$ cat config.mk
export PLATFORM = sky130hd
export DESIGN_NAME = omm_mapper
export DESIGN_NICKNAME = d
export VERILOG_FILES = /design/src/omm_pkg.sv /design/src/omm_mapper.sv /design/src/omm_wait_counter.sv
export VERILOG_INCLUDE_DIRS = /design/src
export SDC_FILE = /design/constraint.sdc
export NUM_CORES = 2
export LEC_CHECK = 0
export BUFFER_PORTS_ARGS = -buffer_cell sky130_fd_sc_hd__buf_2
export CAP_MARGIN = 10
export CELL_PAD_IN_SITES_DETAIL_PLACEMENT = 0
export CELL_PAD_IN_SITES_GLOBAL_PLACEMENT = 2
export CORE_ASPECT_RATIO = 1.4
export CORE_MARGIN = 2
export CORE_UTILIZATION = 48
export DETAILED_ROUTE_END_ITERATION = 10
export HOLD_SLACK_MARGIN = 0.15
export PLACE_DENSITY_LB_ADDON = 0.2
export SYNTH_ARGS = -nofsm -noshare
export SYNTH_HDL_FRONTEND = slang
export SYNTH_SLANG_ARGS = --single-unit
$ cat constraint.sdc
create_clock -name clk -period 6.96 [get_ports clk]
set_input_delay 0.696 -clock clk [delete_from_list [all_inputs] [get_ports clk]]
set_output_delay 0.696 -clock clk [all_outputs]
set_load 0.05 [all_outputs]
$ cat src/omm_map.svh
`ifndef OMM_MAP_SVH
`define OMM_MAP_SVH

// Segment size is 2KB, so the segment index starts at address bit 11
`define OMM_SEG_LSB        11
// Largest overlay board, 2MB, gives 1024 segments
`define OMM_MAX_SEGS       1024
// Standard overlay memory runs without a wait state up to this clock
`define OMM_STD_MAX_HZ     12000000
// Reset value of the programmable wait state count
`define OMM_WAIT_RST       4'h0
// Reset attribute of every segment: pass to target
`define OMM_ATTR_RST       2'h0
// Overlay size codes: 0=128K 1=256K 2=512K 3=1M 4=2M
`define OMM_SIZE_128K      3'h0
`define OMM_SIZE_2M        3'h4
// Segments covered by the 128K board
`define OMM_SEGS_128K      64

`endif

$ cat src/omm_pkg.sv
package omm_pkg;

	// Segment attribute encoding
	typedef enum logic [1:0]
	{
		OMM_ATTR_TARGET  = 2'h0,
		OMM_ATTR_RW      = 2'h1,
		OMM_ATTR_RO      = 2'h2,
		OMM_ATTR_ILLEGAL = 2'h3
	} omm_attr_t;

	// Run control state
	typedef enum logic
	{
		OMM_PAUSE,
		OMM_RUN
	} omm_mode_t;

	// Processor bus request
	typedef struct packed
	{
		logic        valid;
		logic        write;
		logic [20:0] addr;
		logic [15:0] wdata;
	} omm_req_t;

	// Halt cause bits
	typedef struct packed
	{
		logic manual;
		logic brk;
		logic access_viol;
		logic write_viol;
		logic special;
	} omm_cause_t;

endpackage

$ cat src/omm_mapper.sv
`timescale 1ns/1ns
`include "omm_map.svh"
module omm_mapper
#(
	parameter int CPU_HZ   = 16000000,
	parameter int NUM_SEGS = `OMM_MAX_SEGS
)
(
	input  wire logic              clk,
	input  wire logic              resetn,
	// Run control
	input  wire logic              run_req,
	input  wire logic              stop_req,
	input  wire logic              brk_hit,
	input  wire logic              brk_enable,
	input  wire logic              force_special,
	input  wire logic              special_ack,
	output logic                   special_irq,
	output omm_pkg::omm_mode_t     mode,
	output omm_pkg::omm_cause_t    halt_cause,
	// Configuration
	input  wire logic              cfg_we,
	input  wire logic [9:0]        cfg_seg,
	input  wire omm_pkg::omm_attr_t cfg_attr,
	input  wire logic [3:0]        cfg_waits,
	input  wire logic              cfg_waits_en,
	input  wire logic              cfg_waits_we,
	input  wire logic              cfg_high_speed,
	input  wire logic [2:0]        cfg_size,
	input  wire logic              cfg_int_clk,
	output logic                   cfg_rejected,
	output logic                   null_target,
	output logic                   cpu_clk_en,
	// Processor bus
	input  wire omm_pkg::omm_req_t cpu_req,
	output logic                   cpu_ready,
	output logic [15:0]            cpu_rdata,
	// Target bus
	output omm_pkg::omm_req_t      tgt_req,
	input  wire logic              tgt_ready,
	input  wire logic [15:0]       tgt_rdata,
	// Overlay RAM
	output omm_pkg::omm_req_t      ovl_req,
	input  wire logic [15:0]       ovl_rdata
);
	import omm_pkg::*;

	localparam int SPEED_WAIT = (CPU_HZ > `OMM_STD_MAX_HZ) ? 1 : 0;

	omm_attr_t  map_reg [NUM_SEGS];
	logic [3:0] waits_reg;
	logic       waits_en_reg;
	omm_mode_t  mode_reg;
	omm_cause_t cause_reg;
	logic       special_reg;
	logic       stop_pend_reg;
	logic       ovl_busy_reg;
	logic       viol_reg;
	logic       viol_write_reg;
	logic       wc_start;
	logic       wc_busy;
	logic       wc_done;
	logic [4:0] wc_waits;
	logic [9:0] seg_idx;
	omm_attr_t  attr;
	logic       in_cap;
	logic       viol;
	logic       to_ovl;

	////////////////////////////////////////////////////////////////////////
	// Decoding

	// Number of segments populated for a given board size code
	function automatic logic [10:0] seg_limit(input logic [2:0] sz);
		logic [2:0] s;
		s = (sz > `OMM_SIZE_2M) ? `OMM_SIZE_2M : sz;
		seg_limit = 11'(`OMM_SEGS_128K) << s;
	endfunction

	// Segment index of an address
	function automatic logic [9:0] seg_of(input logic [20:0] a);
		seg_of = a[20:`OMM_SEG_LSB];
	endfunction

	assign seg_idx = seg_of(cpu_req.addr);
	assign in_cap  = ({1'b0, seg_idx} < seg_limit(cfg_size));
	// Segments beyond the populated overlay fall back to target
	assign attr    = in_cap ? map_reg[seg_idx] : OMM_ATTR_TARGET;
	assign viol    = (attr == OMM_ATTR_ILLEGAL) ||
	                 (attr == OMM_ATTR_RO && cpu_req.write);
	assign to_ovl  = (attr == OMM_ATTR_RW) || (attr == OMM_ATTR_RO);

	////////////////////////////////////////////////////////////////////////
	// Segment map and wait count, written only in pause

	// Refusing writes while running keeps the map coherent mid-program
	always_ff @(posedge clk)
	begin
		if (!resetn)
		begin
			for (int i = 0; i < NUM_SEGS; i++)
				map_reg[i] <= omm_attr_t'(`OMM_ATTR_RST);
		end
		else if (cfg_we && mode_reg == OMM_PAUSE)
			map_reg[cfg_seg] <= cfg_attr;
	end

	// Wait state count and its enable
	always_ff @(posedge clk)
	begin
		if (!resetn)
		begin
			waits_reg    <= `OMM_WAIT_RST;
			waits_en_reg <= 1'b0;
		end
		else if (cfg_waits_we && mode_reg == OMM_PAUSE)
		begin
			waits_reg    <= cfg_waits;
			waits_en_reg <= cfg_waits_en;
		end
	end

	assign cfg_rejected = (cfg_we || cfg_waits_we) && mode_reg == OMM_RUN;

	////////////////////////////////////////////////////////////////////////
	// Bus steering

	// Wait count: programmed waits plus one speed wait on standard board when CPU_HZ is above OMM_STD_MAX_HZ
	assign wc_waits = (waits_en_reg ? {1'b0, waits_reg} : 5'h00) +
	                  ((!cfg_high_speed) ? 5'(SPEED_WAIT) : 5'h00);
	assign wc_start = cpu_req.valid && to_ovl && !viol && !ovl_busy_reg &&
	                  mode_reg == OMM_RUN;

	omm_wait_counter u_wait
	(
		.clk    (clk),
		.resetn (resetn),
		.start  (wc_start),
		.waits  (wc_waits),
		.busy   (wc_busy),
		.done   (wc_done)
	);

	// Marks an overlay access in flight so it is not restarted
	always_ff @(posedge clk)
	begin
		if (!resetn)
			ovl_busy_reg <= 1'b0;
		else if (wc_start && wc_waits != 5'h00)
			ovl_busy_reg <= 1'b1;
		else if (wc_done || !wc_busy)
			ovl_busy_reg <= 1'b0;                                      // Free on the last wait so back to back is not delayed
	end

	// Target segments pass unchanged; overlay segments never reach target
	always_comb
	begin
		tgt_req       = cpu_req;
		tgt_req.valid = cpu_req.valid && !to_ovl && !viol;
		ovl_req       = cpu_req;
		ovl_req.valid = cpu_req.valid && to_ovl && !viol;
	end

	// Target ready passes straight through, adding no waits; in null target mode ready is 1 for target cycles, overlay cycles still wait
	assign cpu_ready = !cpu_req.valid ? 1'b1 :
	                   viol ? 1'b1 :
	                   to_ovl ? ((wc_start && wc_waits == 5'h00) || (ovl_busy_reg && wc_done)) :
	                   (null_target ? 1'b1 : tgt_ready);

	// Read data captured from the serving side
	always_ff @(posedge clk)
	begin
		if (!resetn)
			cpu_rdata <= 16'h0000;
		else if (cpu_req.valid && !cpu_req.write)
			cpu_rdata <= to_ovl ? ovl_rdata : tgt_rdata;
	end

	////////////////////////////////////////////////////////////////////////
	// Violations

	// One-cycle latch of a violation for the run control
	always_ff @(posedge clk)
	begin
		if (!resetn)
		begin
			viol_reg       <= 1'b0;
			viol_write_reg <= 1'b0;
		end
		else
		begin
			viol_reg       <= cpu_req.valid && viol && mode_reg == OMM_RUN;
			viol_write_reg <= cpu_req.valid && cpu_req.write && attr == OMM_ATTR_RO;
		end
	end

	////////////////////////////////////////////////////////////////////////
	// Special interrupt before stop

	// Interrupt held until the processor acknowledges, then the stop follows
	always_ff @(posedge clk)
	begin
		if (!resetn)
		begin
			special_reg   <= 1'b0;
			stop_pend_reg <= 1'b0;
		end
		else if (mode_reg == OMM_RUN && force_special && !special_reg)
		begin
			special_reg   <= 1'b1;
			stop_pend_reg <= 1'b1;
		end
		else if (special_reg && special_ack)
			special_reg   <= 1'b0;
		else if (mode_reg == OMM_PAUSE)
			stop_pend_reg <= 1'b0;
	end

	assign special_irq = special_reg;

	////////////////////////////////////////////////////////////////////////
	// Run control

	// Single state register makes run and pause mutually exclusive
	always_ff @(posedge clk)
	begin
		if (!resetn)
		begin
			mode_reg  <= OMM_PAUSE;
			cause_reg <= '0;
		end
		else
		begin
			unique case (mode_reg)
				OMM_PAUSE:
				begin
					if (run_req)
					begin
						mode_reg  <= OMM_RUN;
						cause_reg <= '0;
					end
				end
				OMM_RUN:
				begin
					if (stop_req || (brk_enable && brk_hit) || viol_reg ||
					    (stop_pend_reg && !special_reg))
					begin
						mode_reg              <= OMM_PAUSE;
						cause_reg.manual      <= stop_req;
						cause_reg.brk         <= brk_enable && brk_hit;
						cause_reg.access_viol <= viol_reg && !viol_write_reg;
						cause_reg.write_viol  <= viol_reg && viol_write_reg;
						cause_reg.special     <= stop_pend_reg && !special_reg;
					end
				end
			endcase
		end
	end

	assign mode       = mode_reg;
	assign halt_cause = cause_reg;

	// Null target: device supplies processor clock enable itself
	assign null_target = cfg_int_clk;
	assign cpu_clk_en  = cfg_int_clk;
endmodule

$ cat src/omm_wait_counter.sv
`timescale 1ns/1ns
// Counts wait states for one overlay access; done is high in the last wait, while the count is one
module omm_wait_counter
(
	input  wire logic       clk,
	input  wire logic       resetn,
	input  wire logic       start,
	input  wire logic [4:0] waits,
	output logic            busy,
	output logic            done
);
	logic [4:0] cnt_reg;

	// Load on start, count down while busy
	always_ff @(posedge clk)
	begin
		if (!resetn)
			cnt_reg <= 5'h00;
		else if (start)
			cnt_reg <= waits;
		else if (cnt_reg != 5'h00)
			cnt_reg <= cnt_reg - 5'h01;
	end

	assign busy = (cnt_reg != 5'h00);
	assign done = (cnt_reg == 5'h01);
endmodule

# Word level (Yosys, flattened, before mapping)
# Memory sizes are Yosys's and may differ from the RTL's.
# Cells that the tools add are included.
[classes]
bitwise_logic = 1
n_shift = 1
eq_ne = 8
order_cmp = 2
muxes = 31
div = 0
n_addsub = 2
reduce_logical = 49
n_mul = 0
[ops]
columns = ["op", "count"]
rows = [
  ["logical AND 1 bit", 25],
  ["2-to-1 mux 5 bit", 4],
  ["2-to-1 mux 1 bit", 19],
  ["2-to-1 mux 16 bit", 1],
  ["less-than comparator 10 x 11 -> 1 bit", 1],
  ["left shift 7 x 3 -> 11 bit, first input constant", 1],
  ["2-to-1 mux 10 bit", 1],
  ["case mux 5 bit (2 select lines)", 1],
  ["nonzero test 5 bit", 2],
  ["logical OR 1 bit", 8],
  ["logical NOT 1 bit", 7],
  ["nonzero test 2 bit", 3],
  ["adder 4 x 1 -> 5 bit", 1],
  ["equality test 5 x 1 -> 1 bit, second input constant", 1],
  ["logical NOT 5 bit", 1],
  ["subtractor 5 x 1 -> 5 bit, second input constant", 1],
  ["equality test 2 bit, second input constant", 2],
  ["2-to-1 mux 2 bit", 2],
  ["2-to-1 mux 4 bit", 1],
  ["inequality test 2 x 1 -> 1 bit, second input constant", 2],
  ["inequality test 2 bit, second input constant", 2],
  ["AND reduction 2 bit", 2],
  ["greater-than comparator 3 bit, second input constant", 1],
  ["2-to-1 mux 3 bit", 1],
  ["other kinds (4)", 4],
]
[totals]
mem_count = 1
register_bits = 37
mem_bits_rw = 2048
elab_cells = 110
latchBits = 0
mem_bits_ro = 0
in_bits = 104
[mem_list]
columns = ["memory", "words", "width", "read_ports", "rd_ports_with_merged_regs", "wr", "line", "source"]
rows = [
  ["map_reg", 1024, 2, 1, 0, 1024, "omm_mapper.sv:50", "omm_attr_t map_reg [NUM_SEGS];"],
]

# Depth between registers and ports, before layout
[depth]
depth_word = 17
depth_mapped = 22

# By module
# Synthesis repeated with hierarchy kept, for this count alone.
[hier_totals]
hier_cells = 8126
hier_area_um2 = 98618.3
[modules_own_cells]
columns = ["mod", "cells_per_inst", "instances", "area_per_inst_um2", "seq_area_each_um2"]
rows = [
  ["omm_mapper", 8091, 1, 98315.5, 62139.6],
  ["omm_wait_counter", 35, 1, 302.8, 100.1],
]

# Least setup slack after synthesis
# No wires, ideal clock.
[synth_timing]
kind = "input port to output port"
from = "input port cpu_req[27] (netlist name)"
to = "output port cpu_ready"
t_arrival_ns = 4.991
path_slack_ns = 1.273
path_buffers = 7
stages = 18
t_required_ns = 6.264
path_cell_list = "buf_6 -> buf_12 -> buf_12 -> buf_12 -> buf_12 -> mux2i_1 -> a221oi_2 -> o21ai_1 -> a2111oi_2 -> o22ai_1 -> nor4_1 -> a311oi_1 -> a311oi_1 -> ha_1 -> clkbuf_1 -> clkbuf_1 -> and3_1 -> a32oi_1"
[synth_via]
elab_chain_len = 14
[synth_rtl]
columns = ["item", "line", "source"]
rows = [
  ["start: declaration", "omm_mapper.sv:35", "input wire omm_pkg::omm_req_t cpu_req,"],
  ["memory (1024 x 2 bit) or less-than comparator 10 x 11 -> 1 bit (tied branches)", "-", ""],
  ["2-to-1 mux 2 bit *", "omm_mapper.sv:88", "assign attr = in_cap ? map_reg[seg_idx] : OMM_ATTR_TARGET;"],
  ["equality test 2 bit", "omm_mapper.sv:90, omm_mapper.sv:91", ""],
  ["logical AND 1 bit", "omm_mapper.sv:90", "(attr == OMM_ATTR_RO && cpu_req.write);"],
  ["logical OR 1 bit", "omm_mapper.sv:89", "assign viol = (attr == OMM_ATTR_ILLEGAL) ||"],
  ["logical NOT 1 bit", "omm_mapper.sv:131", "assign wc_start = cpu_req.valid && to_ovl && !viol && !ovl_busy_reg &&"],
  ["logical AND 1 bit (3 in series)", "omm_mapper.sv:131", ""],
  ["logical AND 1 bit", "omm_mapper.sv:167", "to_ovl ? ((wc_start && wc_waits == 5'h00) || (ovl_busy_reg && wc_done)) :"],
  ["logical OR 1 bit", "omm_mapper.sv:167", ""],
  ["2-to-1 mux 1 bit", "omm_mapper.sv:167", ""],
  ["2-to-1 mux 1 bit *", "omm_mapper.sv:166", "viol ? 1'b1 :"],
  ["2-to-1 mux 1 bit *", "omm_mapper.sv:165", "assign cpu_ready = !cpu_req.valid ? 1'b1 :"],
  ["end: declaration", "omm_mapper.sv:36", "output logic cpu_ready,"],
]
# Every way passes the cells marked *; elsewhere a longest branch is shown, timed or not.

# Worst setup path after layout
# Ends and elaborated chain as after synthesis.

==> results_dict.tcl <==
set metrics [dict create \
    multiInputGateArea_um2 32500 \
    synth_top_area_share_pct 61.7 \
    syn-mean-instance-area_um2 12.3 \
    clock_latency_ns 0.88 \
    register_area_um2 62200 \
    wl_per_cell_um 33.0 \
    hold_slack_ns 0.198 \
    crit_buf_inv 5 \
    dieArea_um2 211000 \
    cts_buffers 213 \
    worstPathCellList "buf_8 > buf_12 > buf_4 > mux2i_1 > a221oi_1 > a21oi_1 > o211ai_1 > buf_4 > a31oi_1 > nor4_1 > a311oi_1 > a311oi_1 > ha_1 > a21oi_1 > and3_1 > a32oi_1 > buf_2" \
    crit_arrival_ns 6.18 \
    synth_cell_types 81 \
    vias 68979 \
    clkTransAtPathRegs_ns 0.06 \
    setup_ws_ns 0.0862 \
    dp_cells 10163 \
    setup_viol 0 \
    max-cap-violations 0 \
    synth_area_um2 99600 \
    cts_tree "built" \
    grt_antenna_before_repair 15 \
    reg2regPathDepth 15 \
    die_x_um 389 \
    ys_async_sr_fraction_pct 0 \
    clockBufferDepth 4 \
    slowest_stage "nor4_1" \
    wirelength_um 350000 \
    area_growth_pct 9.21 \
    finalNetCount 7856 \
    holdPathStages 4 \
    floorplan.initialDensity_pct 48.3 \
    cp_top_family "compound AO/OA/AOI/OAI gates" \
    grt_pass1_wl_um 493000 \
    ant_nets 0 \
    grt_util_all_layers_pct 32.8 \
    grt-ovfl-total 0 \
    crit_type "input pin to output pin" \
    yosys_most_used_dff "edfxtp_1" \
    grt_pass1_vias 67529 \
    fmax_ghz 0.145 \
    fin_crit_ns 6.87 \
    worst_pin_slew_ns 1.34 \
    rr_endpoint "cpu_rdata[15]" \
    row_count 197 \
    slew_headroom_pct 10.3 \
    synth_edf_count 2048 \
    drt-vias-per-instance 6.51 \
    grt_max_degree 117 \
    gp_congestion 0.900 \
    synth_nets 8210 \
    syn-instance-count 8095 \
    fill_cells 17420 \
    io_buffers 127 \
    ys_warn_count 0 \
    post_cts_resized 0 \
    first_pass_iters 6 \
    clock_skew_ns 0.0374 \
    fin_crit_sh_pct 98.8 \
    startpoint_type "input pin" \
    core_um2 206000 \
    min_path_type "input pin to flip-flop" \
    power.leakage_nw 35.8 \
    final-hold-violation-count 0 \
    slowest_delay_ns 0.76 \
    setup_tns_ns 0 \
    critPathCaptureType "output pin" \
    seq_area_frac_synth_pct 62.5 \
    drt_iter0_drc 8553 \
    die_y_um 543 \
    powerDensity_nw_per_um2 259 \
    drive_gt1_share_pct 13.2 \
    io-pin-count 209 \
    status "complete, no violations" \
    ys_ff_latch 2085 \
    htree_levels 4 \
    hold_end "cpu_rdata[11]" \
    rsz0062_at_grt "no" \
    final_cells 10597 \
    place_ws_ns 0.271 \
    worstPathRequired_ns 6.26 \
    cts_sinks 2085 \
    hp-start "ovl_rdata[11]" \
    clock-root-buffer "clkbuf_16" \
    drv_slew 0 \
    synth.area.top_cells "edfxtp_1 (62%), nor2_1 (8.1%), mux4_2 (5.8%)" \
    post-synth-top-area-cell "edfxtp_1" \
    crit_fanout 42 \
    r2r_slack_ns 1.67 \
    largest_reg_flops 2048 \
    dp_hpwl_um 217000 \
    r2r-start "map_reg[463][1]" \
    cts_setup_buffers 0 \
    drc 0 \
    ir_worst_vdd_mv 0.218 \
]
[placed cells by master, fill, tap and decap left out, types with 15 or more instances in the layout]
cell	instances
nor2_1	2145
dfxtp_1	37
clkinv_2	38
o221ai_1	33
a311oi_1	15
a31oi_1	15
a22oi_1	21
a221o_1	22
o211a_1	16
edfxtp_1	2048
a21oi_1	73
a211oi_1	22
clkinv_1	55
mux2i_1	356
o22ai_1	28
buf_4	222
and2_1	16
bufinv_16	21
nor2b_1	21
nand2b_1	29
buf_2	120
dlygate4sd3_1	38
buf_12	44
nand2_1	323
a221oi_1	71
clkbuf_1	37
mux4_2	258
mux4_1	110
nand2_4	23
o31ai_1	15
nand3_1	38
nor3_1	35
clkbuf_16	217
o21ai_0	1079
[how the worst max path moves through the flow]
stage / startpoint / to / slack [ns] / depth (start not counted)
2_1_floorplan: cpu_req[27] / cpu_ready / 1.27 / 18
3_3_place_gp: cpu_req[27] / cpu_ready / 0.16 / 15
3_5_place_dp: cpu_req[27] / cpu_ready / 0.27 / 17
4_1_cts: cpu_req[27] / cpu_ready / 0.27 / 17
5_1_grt: cpu_req[27] / cpu_ready / 0.02 / 16
6_report: cpu_req[27] / cpu_ready / 0.09 / 17
[Yosys cell counts (all sizes together) (14+ instances only)]
cell type and instances:
nor2 2149, edfxtp 2048, o21ai 1081, clkbuf 704, mux4 368, mux2i 356
nand2 347, buf 308, a221oi 84, a21oi 73, nand3 49, dfxtp 37
nor3 36, o221ai 34, nand2b 30, o22ai 29, nor2b 26, and2 23
a211oi 22, a221o 22, a22oi 21, o211a 16, a311oi 15, a31oi 15
o31ai 15, and3 14
[layer usage]
metal	GRT usage, %	share of wire, %	vias up
met2	53.6	48	3904
met4	18.1	6.4	8
met5	0	0.016	-
met1	41.3	36	35419
li1	-	-	28873
met3	6.02	9.7	775
[cell families (layout without fill, tap and decap cells)]
group	after synthesis	count (layout)	share of synthesized area [%]
simple gates	2726	2726	10.8
flops	2085	2085	62.5
compound gates	1509	1509	8.86
buf+inv	1025	833	5.27
mux	734	734	12.4
fa+ha+maj	11	11	0.138
xor+xnor	5	5	0.0440
other cells	0	8	0
[what timing repair did]
item,4_1_cts,5_1_grt
setup endpoints to repair,0,0
hold buffers,38,0
endpoints found under the hold margin,24,0
[where the power goes]
group          total (W)  internal [W]  switching [W]
logic            0.00241      0.000821        0.00159
clock network     0.0114       0.00644        0.00493
registers         0.0144        0.0142       0.000171
[final cells by class]
cell class	count	area share [%]
diodes	8	0.0184
clock buffers	254	5.12
clock inverters	123	1.02
inverters	13	0.0518
multi-input cells	4985	29.9
flip-flops and latches	2085	57.2
well taps	2686	3.09
repair buffers	443	3.63
[stage by stage]
step	area (um2)	power [W]	util [%]
4_1_cts	108000	0.0282	52.6
3_3_place_gp	101000	0.0170	49.2
2_1_floorplan	99600	0.0162	-
5_1_grt	109000	0.0288	52.8
6_report	109000	0.0282	52.8
3_5_place_dp	101000	0.0170	49.2
[worst min-delay path, delay by kind of cell]
kind | cells | cell delay, ns
AOI/OAI and AO/OA | 1 | 0.13
muxes | 1 | 0.05
buffers and inverters | 1 | 0.08
and+or+nand+nor | 1 | 0.06
Power figures use the tool's default switching activity.
